--- src/verilog/adex_pkg.sv ---
// shared constants, field layouts and types of the descriptor launcher
package adex_pkg;
  // software-facing register byte offsets
  localparam logic [4:0] ADEX_REG_CTRL = 5'h00;
  localparam logic [4:0] ADEX_REG_EP = 5'h04;
  localparam logic [4:0] ADEX_REG_SIZE = 5'h08;
  localparam logic [4:0] ADEX_REG_BUF = 5'h0c;
  localparam logic [4:0] ADEX_REG_STAT = 5'h10;
  localparam logic [4:0] ADEX_REG_DW3 = 5'h14;
  localparam logic [4:0] ADEX_REG_SKIP = 5'h18;
  localparam logic [4:0] ADEX_REG_FINAL = 5'h1c;
  // commands in the control register
  localparam logic [1:0] ADEX_CMD_LAUNCH = 2'h0;
  localparam logic [1:0] ADEX_CMD_READ = 2'h1;
  localparam logic [1:0] ADEX_CMD_CONT = 2'h2;
  localparam logic [1:0] ADEX_CMD_SCHED = 2'h3;
  // control register fields
  localparam int ADEX_CTRL_GO = 0;
  localparam int ADEX_CTRL_CMD = 1;
  localparam int ADEX_CTRL_SLOT = 4;
  localparam int ADEX_CTRL_BREN = 9;
  localparam int ADEX_CTRL_BRIDX = 10;
  // device-side memory map
  localparam logic [15:0] ADEX_DESC_BASE = 16'h0c00;
  localparam logic [15:0] ADEX_SKIP_ADDR = 16'h0154;
  localparam logic [15:0] ADEX_FINAL_ADDR = 16'h0158;
  localparam logic [18:0] ADEX_BUF_BIAS = 19'h00400;
  // descriptor word fields, bit numbers inside each 32-bit word
  localparam int ADEX_W0_VALID = 0;
  localparam int ADEX_W0_BREQ = 3;
  localparam int ADEX_W0_MAXP = 18;
  localparam int ADEX_W0_PPP = 29;
  localparam int ADEX_W0_EP0 = 31;
  localparam int ADEX_W1_EPHI = 0;
  localparam int ADEX_W1_FA = 3;
  localparam int ADEX_W1_PID = 10;
  localparam int ADEX_W1_CAT = 12;
  localparam int ADEX_W1_SPLIT = 14;
  localparam int ADEX_W2_BOFF = 8;
  localparam int ADEX_W2_RELOAD = 25;
  localparam int ADEX_W3_MOVED = 0;
  localparam int ADEX_W3_NAK = 19;
  localparam int ADEX_W3_RETRY = 23;
  localparam int ADEX_W3_TOGGLE = 25;
  localparam int ADEX_W3_PING = 26;
  localparam int ADEX_W3_XERR = 28;
  localparam int ADEX_W3_BABBLE = 29;
  localparam int ADEX_W3_ACTIVE = 31;
  localparam int ADEX_W4_BRIDX = 0;
  localparam int ADEX_W4_BREN = 5;
  // codes software must not write, and the highest descriptor word number
  localparam logic [1:0] ADEX_PID_PING = 2'h3;
  localparam logic [1:0] ADEX_PPP_UNDEF = 2'h0;
  localparam logic [2:0] ADEX_LAST_WORD = 3'h7;

  // one descriptor's worth of software settings
  typedef struct packed {
    logic split;
    logic [1:0] cat;
    logic [1:0] pid;
    logic [6:0] fa;
    logic [3:0] ep;
    logic [1:0] ppp;
    logic [1:0] retry;
    logic [3:0] reload;
    logic toggle;
    logic [10:0] maxp;
    logic [14:0] breq;
    logic [15:0] boff;
    logic br_en;
    logic [4:0] br_idx;
  } adex_cfg_type;

  // states of the launcher sequencer
  typedef enum logic [3:0] {
    ADEX_ST_IDLE = 4'b0001,
    ADEX_ST_READ = 4'b0010,
    ADEX_ST_WRITE = 4'b0100,
    ADEX_ST_SCHED = 4'b1000
  } adex_state_type;
endpackage : adex_pkg

--- src/verilog/adex_word_pack.sv ---
// composes one 32-bit word of a bulk/control transfer descriptor
`timescale 1ns/1ns
module adex_word_pack
  import adex_pkg::*;
(
  input wire adex_cfg_type cfg_in, // settings of the descriptor
  input wire logic toggle_in, // toggle to load
  input wire logic ping_in, // ping state to load
  input wire logic [2:0] idx_in, // word number 0..7
  output logic [31:0] word_out // composed word
);
  // every word starts from zero so reserved bits are written as zero
  always_comb begin
    word_out = 32'h0000_0000;
    case (idx_in)
      3'h0: begin
        word_out[ADEX_W0_VALID] = 1'b1;
        word_out[ADEX_W0_BREQ +: 15] = cfg_in.breq;
        word_out[ADEX_W0_MAXP +: 11] = cfg_in.maxp;
        word_out[ADEX_W0_PPP +: 2] = cfg_in.ppp;
        word_out[ADEX_W0_EP0] = cfg_in.ep[0];
      end
      3'h1: begin
        word_out[ADEX_W1_EPHI +: 3] = cfg_in.ep[3:1];
        word_out[ADEX_W1_FA +: 7] = cfg_in.fa;
        word_out[ADEX_W1_PID +: 2] = cfg_in.pid;
        word_out[ADEX_W1_CAT +: 2] = cfg_in.cat;
        word_out[ADEX_W1_SPLIT] = cfg_in.split;
      end
      3'h2: begin
        word_out[ADEX_W2_BOFF +: 16] = cfg_in.boff;
        word_out[ADEX_W2_RELOAD +: 4] = cfg_in.reload;
      end
      3'h3: begin
        // moved count and error flag go out as zero
        word_out[ADEX_W3_NAK +: 4] = cfg_in.reload;
        word_out[ADEX_W3_RETRY +: 2] = cfg_in.retry;
        word_out[ADEX_W3_TOGGLE] = toggle_in;
        word_out[ADEX_W3_PING] = ping_in;
        word_out[ADEX_W3_XERR] = 1'b0;
        word_out[ADEX_W3_ACTIVE] = 1'b1;
      end
      3'h4: begin
        word_out[ADEX_W4_BRIDX +: 5] = cfg_in.br_idx;
        word_out[ADEX_W4_BREN] = cfg_in.br_en;
      end
      default: begin
        word_out = 32'h0000_0000; // upper words are reserved
      end
    endcase
  end
endmodule : adex_word_pack

--- src/verilog/adex_launcher.sv ---
// software-driven launcher that builds transfer descriptors in device memory
//
// Design decisions made here: the Avalon-MM register port and the placing of the registers.
`timescale 1ns/1ns
module adex_launcher
  import adex_pkg::*;
(
  input wire logic clk_in, // 10 MHz system clock
  input wire logic arst_n_in, // asynchronous reset, active low
  input wire logic [4:0] avs_address_in, // byte address of register
  input wire logic avs_read_in, // avalon read
  input wire logic avs_write_in, // avalon write
  input wire logic [31:0] avs_writedata_in, // avalon write data
  output logic [31:0] avs_readdata_out, // avalon read data
  output logic avs_waitrequest_out, // avalon wait
  output logic dev_req_out, // device access request, held until ack
  output logic dev_we_out, // 1 write, 0 read
  output logic [15:0] dev_addr_out, // device byte address
  output logic [31:0] dev_wdata_out, // device write data
  input wire logic [31:0] dev_rdata_in, // device read data, valid with ack
  input wire logic dev_ack_in // device accepted the access
);
  // device address of word n of a descriptor slot, used by read and write
  function automatic logic [15:0] desc_addr(input logic [4:0] slot, input logic [2:0] n);
    desc_addr = ADEX_DESC_BASE + {6'h00, slot, n, 2'h0};
  endfunction : desc_addr

  adex_state_type state_ff, nxt_state; // sequencer state
  logic resp_ff; // second cycle of an avalon access
  logic [31:0] rdata_ff; // registered read data
  logic [31:0] ep_ff; // endpoint settings register
  logic [31:0] size_ff; // sizes register
  logic [18:0] buf_ff; // cpu address of payload
  logic [31:0] skip_ff; // skip map to program
  logic [4:0] final_ff; // final slot to program
  logic [1:0] cmd_ff; // command in progress
  logic [4:0] slot_ff; // slot in progress
  logic br_en_ff; // branch enable of the launch
  logic [4:0] br_idx_ff; // branch target of the launch
  logic err_ff; // sticky refusal flag
  logic [31:0] dw3_ff; // last status word read back
  logic toggle_ff; // toggle to write
  logic ping_ff; // ping state to write
  logic [2:0] idx_ff; // word counter
  logic req_ff; // request level
  logic we_ff; // request direction
  logic [15:0] addr_ff; // request address
  logic [31:0] wdata_ff; // request data

  wire busy = (state_ff != ADEX_ST_IDLE); // sequencer at work
  wire acc = (avs_read_in | avs_write_in) & ~resp_ff; // first cycle of access
  wire wr_take = avs_write_in & resp_ff; // write takes effect here
  wire cfg_wr = wr_take & ~busy; // settings frozen while busy
  wire go = cfg_wr & (avs_address_in == ADEX_REG_CTRL) & avs_writedata_in[ADEX_CTRL_GO];
  wire [1:0] go_cmd = avs_writedata_in[ADEX_CTRL_CMD +: 2]; // command written
  wire ack = req_ff & dev_ack_in; // device took the access
  wire [18:0] buf_rel = buf_ff - ADEX_BUF_BIAS; // offset into device ram
  wire [31:0] status = {1'b0, dw3_ff[ADEX_W3_MOVED +: 15], 1'b0, dw3_ff[ADEX_W3_RETRY +: 2],
                        dw3_ff[ADEX_W3_TOGGLE], dw3_ff[ADEX_W3_PING], dw3_ff[ADEX_W3_XERR],
                        dw3_ff[ADEX_W3_BABBLE], dw3_ff[ADEX_W3_ACTIVE], 6'h00, err_ff, busy};

  wire adex_cfg_type cfg; // assembled settings
  assign cfg.split = ep_ff[15];
  assign cfg.cat = ep_ff[14:13];
  assign cfg.pid = ep_ff[12:11];
  assign cfg.fa = ep_ff[6:0];
  assign cfg.ep = ep_ff[10:7];
  assign cfg.ppp = ep_ff[17:16];
  assign cfg.retry = ep_ff[19:18];
  assign cfg.reload = ep_ff[23:20];
  assign cfg.toggle = ep_ff[24];
  assign cfg.maxp = size_ff[26:16];
  assign cfg.breq = size_ff[14:0];
  assign cfg.boff = buf_rel[18:3];
  assign cfg.br_en = br_en_ff;
  assign cfg.br_idx = br_idx_ff;

  // settings that would break the device's traversal or decoding are refused
  wire bad_ppp = (cfg.ppp == ADEX_PPP_UNDEF);
  wire bad_pid = (cfg.pid == ADEX_PID_PING);
  wire bad_buf = (buf_ff < ADEX_BUF_BIAS);
  // judge a launch by its own branch
  wire br_en_new = go ? avs_writedata_in[ADEX_CTRL_BREN] : br_en_ff;
  wire [4:0] br_idx_new = go ? avs_writedata_in[ADEX_CTRL_BRIDX +: 5] : br_idx_ff;
  wire bad_last = br_en_new & (br_idx_new >= final_ff);
  wire bad_skip = br_en_new & skip_ff[br_idx_new];
  wire bad_desc = bad_ppp | bad_pid | bad_buf | bad_last | bad_skip;

  // word to send next: descending order so the valid word lands last
  wire [2:0] pk_idx = (state_ff == ADEX_ST_WRITE) ? idx_ff - 3'h1 : ADEX_LAST_WORD;
  wire [31:0] pk_word; // composed descriptor word
  wire pk_toggle = (state_ff == ADEX_ST_READ) ? dev_rdata_in[ADEX_W3_TOGGLE] : toggle_ff;
  wire pk_ping = (state_ff == ADEX_ST_READ) ? dev_rdata_in[ADEX_W3_PING] : ping_ff;

  adex_word_pack u_pack (
    .cfg_in(cfg),
    .toggle_in(pk_toggle),
    .ping_in(pk_ping),
    .idx_in(pk_idx),
    .word_out(pk_word)
  );

  // avalon read mux, unmapped offsets read zero
  logic [31:0] rd_mux;
  always_comb begin
    case (avs_address_in)
      ADEX_REG_CTRL: rd_mux = {17'h00000, br_idx_ff, br_en_ff, slot_ff, 1'b0, cmd_ff, 1'b0};
      ADEX_REG_EP: rd_mux = ep_ff;
      ADEX_REG_SIZE: rd_mux = size_ff;
      ADEX_REG_BUF: rd_mux = {13'h0000, buf_ff};
      ADEX_REG_STAT: rd_mux = status;
      ADEX_REG_DW3: rd_mux = dw3_ff;
      ADEX_REG_SKIP: rd_mux = skip_ff;
      ADEX_REG_FINAL: rd_mux = {27'h0000000, final_ff};
      default: rd_mux = 32'h0000_0000;
    endcase
  end

  // every access waits exactly one cycle, answer in the second
  assign avs_waitrequest_out = acc;
  assign avs_readdata_out = rdata_ff;
  assign dev_req_out = req_ff;
  assign dev_we_out = we_ff;
  assign dev_addr_out = addr_ff;
  assign dev_wdata_out = wdata_ff;

  // avalon response timing and read data capture
  always_ff @(posedge clk_in or negedge arst_n_in) begin
    if (!arst_n_in) begin
      resp_ff <= 1'b0;
      rdata_ff <= 32'h0000_0000;
    end else begin
      resp_ff <= acc;
      if (acc) begin
        rdata_ff <= rd_mux;
      end
    end
  end

  // software settings; refused while the sequencer owns them
  always_ff @(posedge clk_in or negedge arst_n_in) begin
    if (!arst_n_in) begin
      ep_ff <= 32'h0001_0000;
      size_ff <= 32'h0000_0000;
      buf_ff <= ADEX_BUF_BIAS;
      skip_ff <= 32'h0000_0000;
      final_ff <= 5'h1f;
    end else if (cfg_wr) begin
      case (avs_address_in)
        ADEX_REG_EP: ep_ff <= avs_writedata_in;
        ADEX_REG_SIZE: size_ff <= avs_writedata_in;
        ADEX_REG_BUF: buf_ff <= avs_writedata_in[18:0];
        ADEX_REG_SKIP: skip_ff <= avs_writedata_in;
        ADEX_REG_FINAL: final_ff <= avs_writedata_in[4:0];
        default: begin
        end
      endcase
    end
  end

  // command latch and sticky refusal flag; a refusal wins over the clear
  wire refuse_now = ((state_ff == ADEX_ST_IDLE) & go & (go_cmd == ADEX_CMD_LAUNCH)
                     | (state_ff == ADEX_ST_READ) & ack & (cmd_ff == ADEX_CMD_CONT))
                    & bad_desc;
  always_ff @(posedge clk_in or negedge arst_n_in) begin
    if (!arst_n_in) begin
      cmd_ff <= ADEX_CMD_LAUNCH;
      slot_ff <= 5'h00;
      br_en_ff <= 1'b0;
      br_idx_ff <= 5'h00;
      err_ff <= 1'b0;
    end else begin
      if (go) begin
        cmd_ff <= go_cmd;
        slot_ff <= avs_writedata_in[ADEX_CTRL_SLOT +: 5];
        br_en_ff <= avs_writedata_in[ADEX_CTRL_BREN];
        br_idx_ff <= avs_writedata_in[ADEX_CTRL_BRIDX +: 5];
      end
      if (refuse_now) begin
        err_ff <= 1'b1;
      end else if (go) begin
        err_ff <= 1'b0;
      end
    end
  end

  // next state of the sequencer
  always_comb begin
    nxt_state = state_ff;
    case (state_ff)
      ADEX_ST_IDLE: begin
        if (go && (go_cmd == ADEX_CMD_SCHED)) begin
          nxt_state = ADEX_ST_SCHED;
        end else if (go && (go_cmd != ADEX_CMD_LAUNCH)) begin
          nxt_state = ADEX_ST_READ;
        end else if (go && !bad_desc) begin
          nxt_state = ADEX_ST_WRITE;
        end
      end
      ADEX_ST_READ: begin
        if (ack) begin
          nxt_state = (cmd_ff == ADEX_CMD_CONT && !bad_desc) ? ADEX_ST_WRITE : ADEX_ST_IDLE;
        end
      end
      ADEX_ST_WRITE, ADEX_ST_SCHED: begin
        if (ack && idx_ff == 3'h0) begin
          nxt_state = ADEX_ST_IDLE;
        end
      end
      default: nxt_state = ADEX_ST_IDLE;
    endcase
  end

  // device request: held with address and data until the device acks
  wire start_wr = (nxt_state == ADEX_ST_WRITE) & (state_ff != ADEX_ST_WRITE);
  wire start_rd = (nxt_state == ADEX_ST_READ) & (state_ff == ADEX_ST_IDLE);
  wire start_sc = (nxt_state == ADEX_ST_SCHED) & (state_ff == ADEX_ST_IDLE);
  wire step = ack & (idx_ff != 3'h0) & ((state_ff == ADEX_ST_WRITE) | (state_ff == ADEX_ST_SCHED));
  always_ff @(posedge clk_in or negedge arst_n_in) begin
    if (!arst_n_in) begin
      state_ff <= ADEX_ST_IDLE;
      req_ff <= 1'b0;
      we_ff <= 1'b0;
      idx_ff <= 3'h0;
      addr_ff <= 16'h0000;
      wdata_ff <= 32'h0000_0000;
    end else begin
      state_ff <= nxt_state;
      if (start_rd) begin
        req_ff <= 1'b1;
        we_ff <= 1'b0;
        addr_ff <= desc_addr(avs_writedata_in[ADEX_CTRL_SLOT +: 5], 3'h3);
      end else if (start_wr) begin
        req_ff <= 1'b1;
        we_ff <= 1'b1;
        idx_ff <= ADEX_LAST_WORD;
        addr_ff <= desc_addr(go ? avs_writedata_in[ADEX_CTRL_SLOT +: 5] : slot_ff,
                             ADEX_LAST_WORD);
        wdata_ff <= pk_word;
      end else if (start_sc) begin
        req_ff <= 1'b1;
        we_ff <= 1'b1;
        idx_ff <= 3'h1;
        addr_ff <= ADEX_SKIP_ADDR;
        wdata_ff <= skip_ff;
      end else if (step && state_ff == ADEX_ST_SCHED) begin
        idx_ff <= 3'h0;
        addr_ff <= ADEX_FINAL_ADDR;
        wdata_ff <= {27'h0000000, final_ff};
      end else if (step) begin
        idx_ff <= pk_idx;
        addr_ff <= desc_addr(slot_ff, pk_idx);
        wdata_ff <= pk_word;
      end else if (ack) begin
        req_ff <= 1'b0;
      end
    end
  end

  // toggle and ping for the next launch; continuation copies device values
  always_ff @(posedge clk_in or negedge arst_n_in) begin
    if (!arst_n_in) begin
      toggle_ff <= 1'b0;
      ping_ff <= 1'b0;
      dw3_ff <= 32'h0000_0000;
    end else begin
      if (go && go_cmd == ADEX_CMD_LAUNCH) begin
        toggle_ff <= cfg.toggle;
        ping_ff <= 1'b0;
      end else if (state_ff == ADEX_ST_READ && ack) begin
        dw3_ff <= dev_rdata_in;
        toggle_ff <= dev_rdata_in[ADEX_W3_TOGGLE];
        ping_ff <= dev_rdata_in[ADEX_W3_PING];
      end
    end
  end
endmodule : adex_launcher

--- config.mk ---
export PLATFORM = sky130hd
export DESIGN_NAME = adex_launcher
export DESIGN_NICKNAME = d
export VERILOG_FILES = /design/src/verilog/adex_pkg.sv /design/src/verilog/adex_word_pack.sv /design/src/verilog/adex_launcher.sv
export SDC_FILE = /design/constraint.sdc
export NUM_CORES = 1
export LEC_CHECK = 0
export CAP_MARGIN = 20
export CORE_ASPECT_RATIO = 1.25
export CORE_MARGIN = 10
export CORE_UTILIZATION = 45
export DETAILED_ROUTE_END_ITERATION = 8
export DONT_BUFFER_PORTS = 1
export SETUP_SLACK_MARGIN = 0.15
export SKIP_LAST_GASP = 1
export SLEW_MARGIN = 0
export SYNTH_ARGS = -nofsm -noshare
export SYNTH_HDL_FRONTEND = slang
export SYNTH_SLANG_ARGS = --single-unit
--- constraint.sdc ---
create_clock -name clk_in -period 10.7 [get_ports clk_in]
set_input_delay 0.535 -clock clk_in [delete_from_list [all_inputs] [get_ports clk_in]]
set_output_delay 0.535 -clock clk_in [all_outputs]
set_load 0.05 [all_outputs]
==> results of run 1 <==
==> stage by stage <==
step	utilization	setup slack, ns	area (µm²)	instances	hold WS (ns)
final	0.495	5.44	13700	1559	-0.0213
after global routing	0.495	5.09	13700	1559	0.0940
after CTS	0.495	5.50	13700	1559	0.0813
after detailed placement	0.465	5.54	12900	1511	0.256
after global placement	0.464	5.61	12900	1510	0.257
after floorplan	-	6.76	12700	1234	0.239
==> routing by layer <==
layer	part of all wire	vias to the layer above
li1	-	4326
met1	0.39	4944
met2	0.49	413
met3	0.073	83
met4	0.042	0
met5	0	-
==> cell type report <==
cell class / count / area [µm²]
clock buffer: 38 / 757
clock inverter: 9 / 53.8
fill: 2631 / 14000
inverter: 32 / 120
multi-input combinational: 860 / 5890
sequential: 251 / 6290
tap: 350 / 438
timing repair buffer: 19 / 183
==> sequential cells by signal (all words and copies together), names as in the netlist, 2 cells and up <==
signal            cells
cmd_ff                2
slot_ff               5
ep_ff                32
idx_ff                3
state_ff              4
skip_ff              32
dev_addr_out          9
size_ff              32
buf_ff               19
dev_wdata_out        32
br_idx_ff             5
dw3_ff               32
final_ff              5
avs_readdata_out     32
==> where the power goes <==
group,internal [µW],leakage [µW],switching [µW],total [µW]
sequential,1050,0.00336,224,1280
clock,490,0.000398,391,881
combinational,132,0.00263,141,273
==> critical path: cells and delay by family, from the launching register on <==
family,cells,cell delay [ns]
multiplexers,1,0.44
AO/OA/AOI/OAI,7,2.16
flip-flops,1,0.60
AND/OR/NAND/NOR,3,1.51
adder cells (fa/ha/maj),1,0.29
buffers and inverters,1,0.12
==> synth_stat cells (all sizes together) (5+ instances only) <==
master  number
nor2        75
dfrtp      243
o21a         9
nand3       21
buf         29
ha           8
a21o         8
o211a        5
inv         32
a31oi       10
o211ai       5
mux2i       79
a221oi      19
nand2      208
a221o       12
a211oi      20
a22o         7
dfstp        8
a222oi      15
nor3        10
and3         9
mux2       118
a21oi       51
a22oi       15
clkbuf      62
o21ai       68
o22ai       21
xnor2        6
nor4         6
==> worst paths after layout <==
kind                             startpoint               to  slack, ns  cells past startpoint
setup / recovery                state_ff[0]  dev_addr_out[8]       5.44                     13
setup reg to reg                state_ff[0]  dev_addr_out[8]       5.44                     13
hold reg to reg                  dw3_ff[22]       dw3_ff[22]       0.47                      2
max in group asynchronous         arst_n_in          resp_ff       9.44                      1
hold / removal                    arst_n_in        buf_ff[2]      -0.02                      1
min in group clk_in        dev_rdata_in[24]       dw3_ff[24]       0.10                      2
==> logic make-up (layout without fill, tap and decap cells) <==
kind of cell | after synthesis | in the layout | share of synthesized area
AOI/OAI and AO/OA | 278 | 278 | 0.151
other | 1 | 6 | 0.000296
DFF | 251 | 251 | 0.496
adders and majority gates | 8 | 8 | 0.00789
and+or+nand+nor | 360 | 360 | 0.123
xor gates and xnor gates | 7 | 7 | 0.00483
muxes | 201 | 201 | 0.174
buffers and inverters | 123 | 98 | 0.0427
==> timing repair <==
| action | CTS | global route |
|---|---|---|
| endpoints found under the setup margin | 0 | 0 |
| gates resized for setup | 0 | 0 |
| hold endpoints to repair | 251 | 0 |
| hold buffers | 1 | 0 |
==> impl_metrics.json, run 1 <==
{
  "synthTopCellsByArea": "dfrtp_1 48%, mux2_2 10%, mux2i_1 6.2%",
  "slowest_stage": "and4_1",
  "p_per_area_nw_per_um2": 177,
  "cts_buffer_depth": 3,
  "start_kind": "register",
  "viasPerCell": 6.26,
  "initial_utilization": 0.457,
  "dp_hpwl_um": 31300,
  "yosys.area.top_type": "dfrtp_1",
  "dr.pass1.iters": 5,
  "grt_use_met2": 0.410,
  "synth_ff_type": "dfrtp_1",
  "postRouteAntennaNets": 0,
  "die_h_um": 208,
  "path_common_cell": "a21o_1",
  "async_flop_share": 1.00,
  "cts.sinks": 251,
  "synth_top_area_frac": 0.479,
  "leakage_uw": 0.00639,
  "grt_util_met3": 0.0476,
  "drive_above_1_share": 0.168,
  "worst_slew_pin_slew_ns": 1.51,
  "violations": "hold timing, slew limit",
  "timing.setup.tns_ns": 0,
  "n_antenna_cell": 0,
  "crit_arrival_ns": 5.68,
  "synth_edf_count": 0,
  "io_buffers": 0,
  "ys_ff_latch": 251,
  "boundaryPins": 157,
  "crit_chain": "nor4b_2 > and4_1 > mux2i_1 > inv_1 > ha_1 > a21o_1 > a21o_1 > a21o_1 > a21o_1 > a21o_1 > o21ai_4 > nor2_1 > a221o_1",
  "synth_warnings": 0,
  "cap_violations": 0,
  "place_congestion": 0.931,
  "ys_types": 68,
  "wl_um": 44400,
  "grt_pass1_vias": 9776,
  "core_area_um2": 27700,
  "hold_path.class": "in -> async",
  "min_period_ns": 5.26,
  "clock.fmax_ghz": 0.190,
  "cts_htree_levels": 1,
  "cts_made_buffers": 26,
  "yosysSeqAreaShare": 0.496,
  "drc": 0,
  "overflow": 0,
  "cp_max_fo": 40,
  "grt_setup_unrepaired": "no",
  "power_uw": 2430,
  "routedWlPerCell_um": 28.5,
  "syn_inst": 1229,
  "post-cts-setup-buffer-count": 0,
  "ir_drop_mv": 0.102,
  "grt_pass1_wl_um": 65900,
  "final_cell_mix": "243 x dfrtp_1, 208 x nand2_1, 117 x mux2_2, 79 x mux2i_1, 73 x nor2_1",
  "insertion_delay_ns": 0.54,
  "rows": 68,
  "die_w_um": 170,
  "endpoint_kind": "register",
  "grt_util_met1": 0.301,
  "drt_iter0_markers": 1177,
  "area_growth_pct": 8.31,
  "grt_usage": 0.244,
  "root_buffer": "clkbuf_16",
  "synth_area_um2": 12700,
  "max_stage_delay_ns": 0.93,
  "nets": 1272,
  "final_common_cell": "dfrtp_1",
  "finalSetupViolCount": 0,
  "worstPathRequired_ns": 11.12,
  "slew-limit-headroom": -0.00567,
  "grt_max_degree": 252,
  "syn_area_per_cell_um2": 10.3,
  "cts_tree": "built",
  "dieArea_um2": 35300,
  "hold-worst-slack_ns": -0.0213,
  "worstSetupPathType": "reg -> reg",
  "grt_antenna_before_repair": 0,
  "status": "complete, but fails checks",
  "skew_ns": 0.0120,
  "busiest_layer": "met2",
  "clk_pin_slew_ns": 0.07,
  "final-hold-violation-count": 15,
  "vias": 9766,
  "drv_slew": 26,
  "timing.final.crit_share": 0.492
}
No activity file was read; power rests on OpenSTA's default activity.
==> run 2: changes to the inputs <==
==> constraint.sdc (replaced) <==
create_clock -name clk_in -period 4.3 [get_ports clk_in]
set_input_delay 0.215 -clock clk_in [delete_from_list [all_inputs] [get_ports clk_in]]
set_output_delay 0.215 -clock clk_in [all_outputs]
set_load 0.05 [all_outputs]
==> impl_metrics.json, run 2 (synthesis gave the netlist of run 1 again) <==
{
  "timing.setup.tns_ns": 0,
  "cp_max_fo": 8,
  "io_buffers": 0,
  "finalSetupViolCount": 0,
  "wl_met3_um": 3530,
  "final_common_cell": "dfrtp_1",
  "wl_um": 44900,
  "postRouteAntennaNets": 0,
  "rows": 68,
  "ir_drop_mv": 0.283,
  "dr_wl_met2_um": 21500,
  "slew-limit-headroom": 0.399,
  "post-route-util": 0.528,
  "nets": 1357,
  "fin_cells": 1646,
  "vias": 10200,
  "root_buffer": "clkbuf_16",
  "grt_setup_unrepaired": "no",
  "cts_tree": "built",
  "top_layer": "met4",
  "insertion_delay_ns": 0.54,
  "status": "complete, but fails checks",
  "cts.sinks": 251,
  "drive_above_1_share": 0.173,
  "final_cell_mix": "243 x dfrtp_1, 208 x nand2_1, 117 x mux2_2, 79 x mux2i_1, 74 x nor2_1",
  "cts_made_buffers": 26,
  "worst_slew_pin_slew_ns": 0.902,
  "area_growth_pct": 15.4,
  "start_kind": "register",
  "clk_pin_slew_ns": 0.07,
  "final-hold-violation-count": 251,
  "cts_htree_levels": 1,
  "drt_iter0_markers": 1118,
  "worstSetupPathType": "reg -> reg",
  "initial_utilization": 0.457,
  "path_common_cell": "a21o_1",
  "dp_hpwl_um": 31300,
  "crit_chain": "or4b_4 > nor4_4 > a21o_4 > inv_1 > ha_1 > nand2b_1 > a21o_1 > a21o_1 > a21o_1 > a21o_1 > a21o_1 > o21a_4 > buf_4 > mux2i_1 > o21a_1",
  "slowest_stage": "dfstp_2",
  "hold-worst-slack_ns": -0.630,
  "cp-startpoint": "state_ff[0]",
  "skew_ns": 0.0174,
  "dieArea_um2": 35300,
  "overflow": 0,
  "drc": 0,
  "boundaryPins": 157,
  "hold_buffers": 69,
  "crit_arrival_ns": 4.44,
  "max_stage_delay_ns": 0.60,
  "grt_pass1_wl_um": 67400,
  "grt_usage": 0.249,
  "endpoint_kind": "register",
  "timing.final.crit_share": 0.921,
  "cap_violations": 0,
  "grt_max_degree": 252,
  "grt_antenna_before_repair": 1,
  "p_per_area_nw_per_um2": 429,
  "power_uw": 6280,
  "violations": "hold timing",
  "leakage_uw": 0.00680,
  "die_h_um": 208,
  "cts_buffer_depth": 3,
  "worstPathRequired_ns": 4.78,
  "rr_startpoint": "state_ff[0]",
  "clock.fmax_ghz": 0.253,
  "hold_path.class": "in -> async",
  "core_area_um2": 27700,
  "die_w_um": 170,
  "m1WireLength_um": 17200,
  "routedWlPerCell_um": 27.2,
  "place_congestion": 0.968,
  "dr.pass1.iters": 8,
  "min_period_ns": 3.96,
  "placedCellCount": 1527,
  "drv_slew": 0,
  "grt_pass1_vias": 10400,
  "viasPerCell": 6.21
}
-- run 2: changes by cell type in the layout (fill, tap and decap cells not counted), sizes merged --
cell	change
buf	+16
diode	+1
clkinvlp	-2
dlygate4sd3	+69
clkinv	+2
bufinv	+3
clkbuf	-2
-- run 2: area by class of cell --
| cell class | count | area, µm² |
|---|---|---|
| Sequential cell | 251 | 6290 |
| Clock buffer | 36 | 759 |
| Tap cell | 350 | 438 |
| Clock inverter | 12 | 143 |
| Timing Repair Buffer | 104 | 982 |
| Inverter | 32 | 120 |
| Fill cell | 2497 | 13100 |
| Multi-Input combinational cell | 860 | 5900 |
| Antenna cell | 1 | 2.50 |
-- run 2: timing repair --
action,CTS,global route
endpoints found under the setup margin,0,6
buffers inserted,0,1
gates resized for setup,0,2
endpoints found under the hold margin,426,251
-- run 2: power by group --
part | total (µW) | leakage, µW | internal [µW] | switching [µW]
clock | 2390 | 0.000451 | 1410 | 975
combinational | 733 | 0.00298 | 383 | 350
sequential | 3160 | 0.00336 | 2620 | 540
total | 6280 | 0.00680 | 4420 | 1860
-- run 2: through the flow --
step	hold slack, ns	setup slack [ns]	instance area [µm²]
after floorplan	-0.0806	0.362	12700
after global placement	-0.0595	0.305	13000
after detailed placement	-0.0602	0.298	13000
after CTS	-0.626	0.257	14600
after global routing	-0.643	0.183	14600
final	-0.630	0.342	14600
-- run 2: path summary, 6_finish.rpt --
kind	end	slack, ns	cells after the start
min in group clk_in	err_ff	0.05	2
hold reg to reg	dw3_ff[20]	0.47	2
setup reg to reg	dev_wdata_out[13]	0.34	15
hold / removal	avs_readdata_out[3]	-0.63	0
setup / recovery	dev_wdata_out[13]	0.34	15
max in group asynchronous	dev_addr_out[2]	4.36	0
-- run 2: critical path, delay by kind of cell, from the launching register on --
family | cells | cell delay, ns
fa+ha+maj | 1 | 0.26
compound gates | 8 | 1.62
flops | 1 | 0.60
mux | 1 | 0.18
simple gates | 3 | 1.00
buf+inv | 2 | 0.24
-- run 2: metal layers --
metal / track usage / up-vias
li1: - / 4521
met1: 0.300 / 5134
met2: 0.408 / 457
met3: 0.0504 / 106
met4: 0.133 / 0
met5: 0 / -
